File: config.mk
export PLATFORM = sky130hd
export DESIGN_NAME = brss_top
export DESIGN_NICKNAME = d
export VERILOG_FILES = /design/src/rtl/brss_pkg.sv /design/src/rtl/brss_top.sv
export VERILOG_INCLUDE_DIRS = /design/src /design/src/rtl
export SDC_FILE = /design/constraint.sdc
export NUM_CORES = 1
export LEC_CHECK = 0
export ABC_AREA = 0
export BUFFER_PORTS_ARGS = -buffer_cell sky130_fd_sc_hd__buf_4
export CAP_MARGIN = 15
export CELL_PAD_IN_SITES_DETAIL_PLACEMENT = 1
export CELL_PAD_IN_SITES_GLOBAL_PLACEMENT = 1
export CORE_ASPECT_RATIO = 0.75
export CORE_MARGIN = 2
export CORE_UTILIZATION = 30
export DETAILED_ROUTE_END_ITERATION = 6
export PLACE_DENSITY_LB_ADDON = 0.08
export SLEW_MARGIN = 20
export SYNTH_ARGS = -nofsm -noshare
export SYNTH_HDL_FRONTEND = slang
export SYNTH_SLANG_ARGS = --single-unit
File: constraint.sdc
create_clock -name clk -period 1.35 [get_ports clk]
set_clock_uncertainty 0.05 [all_clocks]
set_input_delay 0 -clock clk [delete_from_list [all_inputs] [get_ports clk]]
set_output_delay 0 -clock clk [all_outputs]
set_load 0.01 [all_outputs]
File: src/rtl/brss_regs.svh
// constants for the bridge reset strap and select block
`ifndef BRSS_REGS_SVH
`define BRSS_REGS_SVH
`define BRSS_TEST_NORMAL   2'h0
`define BRSS_TEST_TRISTATE 2'h1
`define BRSS_TEST_NAND     2'h2
`define BRSS_ACK_DELAY     4'h2
`define BRSS_SYNC_ONES     2'h3
`endif

File: src/rtl/brss_pkg.sv
// types for the bridge reset strap and select block
package brss_pkg;
  // captured strap set
  typedef struct packed {
    logic       family_one_mode;
    logic       eeprom_load;
    logic [1:0] test_config;
    logic       initiator_enable;
    logic       arbiter_enable;
    logic       link_off;
  } brss_strap_type;

  typedef enum logic [1:0] {
    BRSS_SEL_NONE   = 2'b00,
    BRSS_SEL_REGS   = 2'b01,
    BRSS_SEL_IMAGE0 = 2'b10,
    BRSS_SEL_IMAGE1 = 2'b11
  } brss_target_type;

  typedef enum logic [1:0] {
    BRSS_IDLE = 2'b00,
    BRSS_WAIT = 2'b01,
    BRSS_ACK  = 2'b10,
    BRSS_HOLD = 2'b11
  } brss_cycle_type;
endpackage : brss_pkg

File: src/rtl/brss_top.sv
// reset, strap capture and local chip select decode of the bridge
//
// Function
// - capture straps on PCI reset rise, local reset rise, hot-swap good fall
// - burst strap and size bit one both high select first processor family
// - test strap zero is normal; other codes tri-state or NAND-tree outputs
// - master enable strap high during PCI reset sets initiator enable bit
// - arbiter enable strap high at reset release enables internal arbiter
// - link-off strap high at release retries targets until flag cleared
// - bus bits numbered with highest index most significant
// - device terminates every cycle under either chip select itself
// - bursts accepted on window select; processor inhibits register bursts
// - local reset output asserted by PCI reset or software reset bit
// - PCI reset resets the cycle decode and termination logic and loads initiator enable from the master strap
// - window select routes to image 0 when image select low, else image 1
`timescale 1ns/100ps
`include "brss_regs.svh"
module brss_top #(
  parameter int ADDR_W = 32
) (
  // clock and reset
  input  wire logic                        clk,
  input  wire logic                        rst,
  // reset sources
  input  wire logic                        pci_reset_n,
  input  wire logic                        local_reset_input_n,
  input  wire logic                        hot_swap_good_n,
  input  wire logic                        software_reset_bit,
  // strap pins
  input  wire logic                        burst_data_strap,
  input  wire logic                        transfer_size_bit_one,
  input  wire logic                        eeprom_load_strap,
  input  wire logic [1:0]                  test_config_strap,
  input  wire logic                        master_enable_strap,
  input  wire logic                        arbiter_enable_strap,
  input  wire logic                        host_link_off_strap,
  // software controls
  input  wire logic                        initiator_enable_write,
  input  wire logic                        initiator_enable_value,
  input  wire logic                        link_off_clear,
  // local bus cycle
  input  wire logic                        cycle_start,
  input  wire logic                        burst_last,
  input  wire logic                        register_chip_select_n,
  input  wire logic                        window_chip_select_n,
  input  wire logic                        image_select,
  input  wire logic [ADDR_W-1:0]           local_addr,
  input  wire logic                        address_strobe_input,
  input  wire logic                        first_size_ack_input,
  // reset and configuration outputs
  output logic                             local_reset_output_n,
  output brss_pkg::brss_strap_type         strap_state,
  output logic                             initiator_enable_bit,
  output logic                             link_off_flag,
  output logic                             pci_target_retry,
  output logic                             outputs_float,
  output logic                             nand_tree_mode,
  // local bus answer
  output brss_pkg::brss_target_type        target_sel,
  output logic [ADDR_W-1:0]                target_addr,
  output logic                             cycle_ack_n,
  output logic                             reg_burst_error
);

  // ----------------------------------------------------------------
  // reset event detection
  // ----------------------------------------------------------------
  logic pci_reset_n_reg;
  logic local_reset_n_reg;
  logic hs_good_n_reg;
  wire  pci_rise    = pci_reset_n & ~pci_reset_n_reg;
  wire  local_rise  = local_reset_input_n & ~local_reset_n_reg;
  wire  hs_fall     = ~hot_swap_good_n & hs_good_n_reg;
  wire  capture_now = pci_rise | local_rise | hs_fall;
  // pci reset is the global reset for the cycle decode and termination logic below
  wire  global_rst  = rst | ~pci_reset_n;

  // edge history resets high so a reset pin held high since power-up is no rise; a hot-swap pin held low is a fall
  always_ff @(posedge clk) begin
    if (rst) begin
      pci_reset_n_reg   <= 1'b1;
      local_reset_n_reg <= 1'b1;
      hs_good_n_reg     <= 1'b1;
    end else begin
      pci_reset_n_reg   <= pci_reset_n;
      local_reset_n_reg <= local_reset_input_n;
      hs_good_n_reg     <= hot_swap_good_n;
    end
  end

  // ----------------------------------------------------------------
  // strap capture
  // ----------------------------------------------------------------
  brss_pkg::brss_strap_type strap_reg;
  brss_pkg::brss_strap_type strap_next;
  assign strap_next.family_one_mode  = burst_data_strap & transfer_size_bit_one;
  assign strap_next.eeprom_load      = eeprom_load_strap;
  assign strap_next.test_config      = test_config_strap;
  assign strap_next.initiator_enable = master_enable_strap;
  assign strap_next.arbiter_enable   = arbiter_enable_strap;
  assign strap_next.link_off         = host_link_off_strap;

  // straps move only on a reset event and are frozen otherwise
  always_ff @(posedge clk) begin
    if (rst) begin
      strap_reg <= '0;
    end else if (capture_now) begin
      strap_reg <= strap_next;
    end
  end

  // ----------------------------------------------------------------
  // initiator enable and link-off status
  // ----------------------------------------------------------------
  logic initiator_reg;
  logic link_off_reg;
  // pci reset clears the bit unless the master strap is high; software may write it later
  wire  initiator_next = ~pci_reset_n ? master_enable_strap :
                         initiator_enable_write ? initiator_enable_value :
                         initiator_reg;
  // release capture sets the flag; set wins over a clear in the same cycle
  wire  link_off_next  = (capture_now & host_link_off_strap) ? 1'b1 :
                         link_off_clear ? 1'b0 : link_off_reg;

  always_ff @(posedge clk) begin
    if (rst) begin
      initiator_reg <= 1'b0;
      link_off_reg  <= 1'b0;
    end else begin
      initiator_reg <= initiator_next;
      link_off_reg  <= link_off_next;
    end
  end

  // ----------------------------------------------------------------
  // configuration outputs
  // ----------------------------------------------------------------
  wire test_tri  = strap_reg.test_config == `BRSS_TEST_TRISTATE;
  wire test_nand = strap_reg.test_config == `BRSS_TEST_NAND;
  // tri-state code and code three float outputs; the NAND code does not
  wire float_n   = strap_reg.test_config != `BRSS_TEST_NORMAL;

  always_ff @(posedge clk) begin
    if (rst) begin
      local_reset_output_n <= 1'b0;
      strap_state          <= '0;
      initiator_enable_bit <= 1'b0;
      link_off_flag        <= 1'b0;
      pci_target_retry     <= 1'b0;
      outputs_float        <= 1'b0;
      nand_tree_mode       <= 1'b0;
    end else begin
      local_reset_output_n <= pci_reset_n & ~software_reset_bit;
      strap_state          <= strap_reg;
      initiator_enable_bit <= initiator_reg;
      link_off_flag        <= link_off_reg;
      pci_target_retry     <= link_off_reg;
      outputs_float        <= float_n & (test_tri | ~test_nand);
      nand_tree_mode       <= test_nand;
    end
  end

  // ----------------------------------------------------------------
  // chip select decode and cycle termination
  // ----------------------------------------------------------------
  // address index 31 is most significant on both sides, passed as is
  wire reg_hit = ~register_chip_select_n;
  wire win_hit = ~window_chip_select_n;
  brss_pkg::brss_target_type decode_sel;
  assign decode_sel = win_hit ? (image_select ? brss_pkg::BRSS_SEL_IMAGE1
                                              : brss_pkg::BRSS_SEL_IMAGE0)
                    : reg_hit ? brss_pkg::BRSS_SEL_REGS : brss_pkg::BRSS_SEL_NONE;
  // the family-one strobes are unused and held high by the board
  wire legacy_idle = address_strobe_input & first_size_ack_input;
  wire take_cycle  = cycle_start & (reg_hit | win_hit) & legacy_idle;

  brss_pkg::brss_cycle_type state_reg;
  brss_pkg::brss_cycle_type state_next;
  logic [3:0]               wait_reg;
  logic                     burst_reg;

  // fixed wait then one ack per beat; window bursts keep acking until last
  always_comb begin
    state_next = state_reg;
    unique case (state_reg)
      brss_pkg::BRSS_IDLE: if (take_cycle) state_next = brss_pkg::BRSS_WAIT;
      brss_pkg::BRSS_WAIT: if (wait_reg == `BRSS_ACK_DELAY) state_next = brss_pkg::BRSS_ACK;
      brss_pkg::BRSS_ACK:  state_next = (burst_reg & ~burst_last) ? brss_pkg::BRSS_HOLD
                                                               : brss_pkg::BRSS_IDLE;
      brss_pkg::BRSS_HOLD: state_next = brss_pkg::BRSS_ACK;
    endcase
  end

  always_ff @(posedge clk) begin
    if (global_rst) begin
      state_reg       <= brss_pkg::BRSS_IDLE;
      wait_reg        <= '0;
      burst_reg       <= 1'b0;
      target_sel      <= brss_pkg::BRSS_SEL_NONE;
      target_addr     <= '0;
      cycle_ack_n     <= 1'b1;
      reg_burst_error <= 1'b0;
    end else begin
      state_reg   <= state_next;
      wait_reg    <= (state_reg == brss_pkg::BRSS_WAIT) ? wait_reg + 4'h1 : '0;
      cycle_ack_n <= ~(state_next == brss_pkg::BRSS_ACK);
      if (take_cycle && state_reg == brss_pkg::BRSS_IDLE) begin
        target_sel   <= decode_sel;
        target_addr  <= local_addr;
        burst_reg    <= win_hit & ~burst_last;
      end
      // a burst attempt on the register select is flagged, not followed
      reg_burst_error <= take_cycle & ~win_hit & ~burst_last;
    end
  end
endmodule : brss_top

; ---- Yosys cells after proc, flatten, opt, wreduce, memory -nomap -nowiden
; Cells that the tools add are included.
[word_totals]
ff_bits = 67
inputBits = 56
output_inout_bits = 49
wordCells = 84
[op_classes]
n_addsub = 1
n_eq_ne = 8
mux = 11
bitwise = 30
reduce_logical = 5
[ops]
columns = cell, count
row1 = 1-bit AND, 14
row2 = 1-bit inverter, 11
row3 = "2-bit == test, second input constant", 4
row4 = 2-bit two-way mux, 4
row5 = 2-bit one-hot mux with 4 select lines, 1
row6 = 1-bit two-way mux, 6
row7 = 1-bit OR, 5
row8 = "4-bit by 1-bit adder with 4-bit output, second input constant", 1
row9 = "2-bit by 1-bit == test with 1-bit output, second input constant", 2
row10 = "4-bit by 2-bit == test with 1-bit output, second input constant", 1
row11 = 2-bit nonzero test, 2
row12 = 2-bit zero test, 1
row13 = "2-bit by 1-bit != test with 1-bit output, second input constant", 1
row14 = 2-bit OR reduction, 1
row15 = 1-bit logical AND, 1

; ---- Depth between registers and ports, before layout
[logic_depth]
depth_word = 8
ltp_mapped = 5
mapped_depth_nobuf = 5

; ---- Worst setup path after synthesis
; Ideal clock, no wire load.
[synth_path]
kind = register -> register
from = reg state_reg[0]
to = reg burst_reg
t_arrival_ns = 1.205
required_ns = 1.230
slack_ns = 0.025
path_stages_with_launch = 4
n_path_buf = 0
cell_sequence = dfxtp_1 a211o_1 or4_1 a21oi_1
[synth_between]
elab_chain_cells = 2
[synth_lines]
columns = element, line
row1 = from (decl), brss_top.sv:177  ; brss_pkg::brss_cycle_type state_reg;
row2 = from (signal assigned), brss_top.sv:196  ; state_reg <= brss_pkg::BRSS_IDLE;
row3 = from (signal assigned), brss_top.sv:204  ; state_reg <= state_next;
row4 = 2-bit zero test, brss_top.sv:207  ; if (take_cycle && state_reg == brss_pkg::BRSS_IDLE) begin
row5 = 1-bit logical AND, brss_top.sv:207
row6 = to (signal assigned), brss_top.sv:210  ; burst_reg <= win_hit & ~burst_last;
row7 = to (decl), brss_top.sv:180  ; logic burst_reg;
; Every way passes these cells.
; A chain may end at the register's enable or synchronous reset.

; ---- Worst setup path in the final report
[layout_path]
from = in hot_swap_good_n
to = reg hs_good_n_reg
[layout_rtl]
columns = element, line
row1 = from (decl), brss_top.sv:27  ; input wire logic hot_swap_good_n,
row2 = to (signal assigned), brss_top.sv:87  ; hs_good_n_reg <= hot_swap_good_n;
row3 = to (decl), brss_top.sv:70  ; logic hs_good_n_reg;
; No word-level cell between the ends.

==> run_results.csv <==
group,metric,value,unit
status,outcome,"complete, no violations",
global_route,antenna_found_initial,0,
cells_and_area,final_area,4150,um2
clock_network,worstSkewPairLatency,340,ps
floorplanning,core_area,7880,um2
yosys,synth_area_leaders,"dfxtp_1, a21oi_1, nand3_1, o21ai_0, mux2_2",
global_route,grt_overflow,0,
floorplanning,num_rows,28,
yosys,synth_edf_count,0,
power_and_ir_drop,power_frac_comb,12.7,%
sta,max_freq,745,MHz
worst_setup_path,criticalPathCategory,"in2reg",
floorplanning,ios,105,
sta,final-setup-viol-count,0,
route,drcViolationCount,0,
yosys,ys_warn_count,0,
place,dp_cells,463,
power_and_ir_drop,power.switching,1.04,mW
clock_network,post_cts_buffers,0,
sta,finalHoldViolations,0,
sta,maxSlewViolCount,0,
min_path,hp-class,"in2reg",
global_route,grt_usage,17.8,%
worst_setup_path,crit_path_cell_trace,"dlygate4sd3_1 -> buf_4 -> or2_2 -> dlygate4sd3_1",
sta,max_slew_margin,71.9,%
power_and_ir_drop,seqPwrFrac,46.1,%
route,ant_nets,0,
cells_and_area,num-nets-final,481,
clock_network,cts-buffers-inserted,9,
floorplanning,die_w,108,um
place,portBuffers,104,
cells_and_area,area_growth,70.6,%
global_route,grt_pass1_vias,2496,
route,wl_met2,3700,um
route,vias_per_cell,4.66,
worst_setup_path,crit_top_cell,"dlygate4sd3_1",
cells_and_area,antenna-diode-count,0,
power_and_ir_drop,clockPowerShare,41.2,%
worst_setup_path,critPathLaunchType,"input port",
power_and_ir_drop,max-vdd-ir-drop,0.527,mV
sta,finalCriticalPeriod,1340,ps
clock_network,cts_tree,"yes",
sta,finalCritPeriodShare,99.4,%
global_route,grt_pass1_wl,12100,um
route,wl_per_cell,14.5,um
yosys,netlist_area,2430,um2
yosys,synthesis.nets,318,
worst_setup_path,endpoint_kind,"register",
yosys,synth.most_common_cell,"dfxtp_1",
route,first_pass_iters,4,
power_and_ir_drop,p_sw_share,23.4,%
place,gp_congestion,0.739,
clock_network,cts_sinks,67,
yosys,yosys-top-cells-count,"dfxtp_1, a21oi_1, nand3_1",
route,vias,2484,
yosys,yosysTopAreaCellShare,55.1,%
clock_network,htree_levels,3,
route,wl_met3,499,um
yosys,synth.avg_cell_area,9.36,um2
route,wl,7700,um
power_and_ir_drop,power.density,1070,nW/um2
route,top_layer,"met4",
worst_setup_path,path_max_fanout,2,
yosys,synth.distinct_cells,34,
route,wl_met1,3450,um
worst_setup_path,crit_slowest_cell,"dlygate4sd3_1",
clock_network,root_buffer,"clkbuf_8",
cells_and_area,drive_gt1_share,34.8,%
floorplanning,die_h,82.0,um
floorplanning,start_util,30.9,%
yosys,synth.yosys.seq_area_share,55.1,%
floorplanning,dieArea,8860,um2
cells_and_area,fin_cells,533,
route,initialDrtViolationCount,42,
worst_setup_path,worstPathArrival,1520,ps
power_and_ir_drop,p_int,3.40,mW
clock_network,path_clk_slew,70,ps
place,place_hpwl,4770,um
yosys,synth_largest_area_cell,"dfxtp_1",
place,postPlaceCellArea,3370,um2
flow_run,cap_violations,0,
worst_setup_path,crit_path_max_incr_delay,560,ps
yosys,synth_top_flop_cell,"dfxtp_1",
sta,tightest_slew,421,ps
yosys,ys_ff_latch,67,
yosys,async_flop_share,0,%
global_route,grt_max_degree,38,
clock_network,clock_path_buffers,2,
cells_and_area,largest_register_ffs,32,
power_and_ir_drop,p_leak,1.78,nW
worst_setup_path,critPathRequiredTime,1530,ps
yosys,synthCells,260,
[power groups by stage]
stage          Sequential (mW)  Clock (mW)  Combinational, mW
3_3_place_gp              2.09           0              0.421
5_1_grt                   2.05        1.98              0.613
3_5_place_dp              2.09           0              0.425
2_1_floorplan             2.11           0              0.167
4_1_cts                   2.05        1.89              0.553
6_report                  2.05        1.83              0.563
[layout by cell type, fill, tap and decap left out, types with 2 or more instances in the layout]
cell	count
a21oi_1	35
and2b_1	7
and3_1	3
buf_4	114
buf_6	4
bufinv_16	2
clkbuf_8	9
clkinv_4	2
dfxtp_1	64
dfxtp_2	3
dlygate4sd3_1	54
ha_1	2
inv_1	6
mux2_2	6
mux2i_1	2
nand2_1	3
nand2b_1	2
nand3_1	35
nand3b_1	2
nor2_1	9
nor2b_1	8
nor3_1	2
o211ai_1	2
o21ai_0	9
o21ai_1	25
or2_2	2
[cell type report]
cell class              instances  area, um2
clock inverters                 6       90.1
fillers                       928       3730
clock buffers                  10        128
well taps                     105        131
flip-flops and latches         67       1350
inverters                       6       22.5
multi-input cells             167        995
repair buffers                172       1440
[per-layer routing]
metal / global-route usage (%) / vias to the layer above
li1: - / 1235
met2: 29.6 / 64
met4: 3.85 / 0
met5: 0 / -
met1: 21.8 / 1179
met3: 7.38 / 6
[stage by stage]
| step | setup TNS, ps | total power [mW] | hold slack (ps) | worst slack, ps | util (%) |
|---|---|---|---|---|---|
| floorplan | 0 | 2.27 | 22.4 | 24.9 | - |
| global placement | 0 | 2.51 | 108 | 62.2 | 42.7 |
| detailed placement | 0 | 2.52 | 111 | 5.88 | 42.7 |
| CTS | 0 | 4.49 | 37.2 | 6.76 | 52.3 |
| global route | -17.3 | 4.65 | 39.4 | -17.3 | 52.7 |
| finish | 0 | 4.44 | 47.7 | 8.02 | 52.7 |
[worst max-delay path, delay by kind of cell]
kind	cells	cell delay, ps
and+or+nand+nor	1	280
buffers and inverters	3	1240
[kinds of logic after synthesis]
logic type               count (synthesis)  synth area share (%)
buffers and inverters                   26                  4.37
adder cells (fa/ha/maj)                  2                  1.03
AO/OA/AOI/OAI                           77                  17.5
multiplexers                             8                  3.60
flip-flops                              67                  55.1
XOR/XNOR                                 2                 0.720
AND/OR/NAND/NOR                         78                  17.7
[final timing paths]
path	startpoint	cells after the start	end	slack (ps)
hold / removal	rst	3	strap_reg[5]$_SDFFE_PP0P_	50
hold reg to reg	wait_reg[0]$_SDFF_PP0_	1	wait_reg[0]$_SDFF_PP0_	380
setup reg to reg	state_reg[0]$_SDFF_PP0_	3	burst_reg$_SDFFE_PP0P_	40
setup / recovery	hot_swap_good_n	4	hs_good_n_reg$_SDFF_PP1_	8
[what timing repair did]
action | CTS | global route
hold endpoints to repair | 56 | 0
gates resized for setup | 0 | 34
setup endpoints to repair | 0 | 35
hold buffers | 54 | 0
No activity file was read; power rests on OpenSTA's default activity.
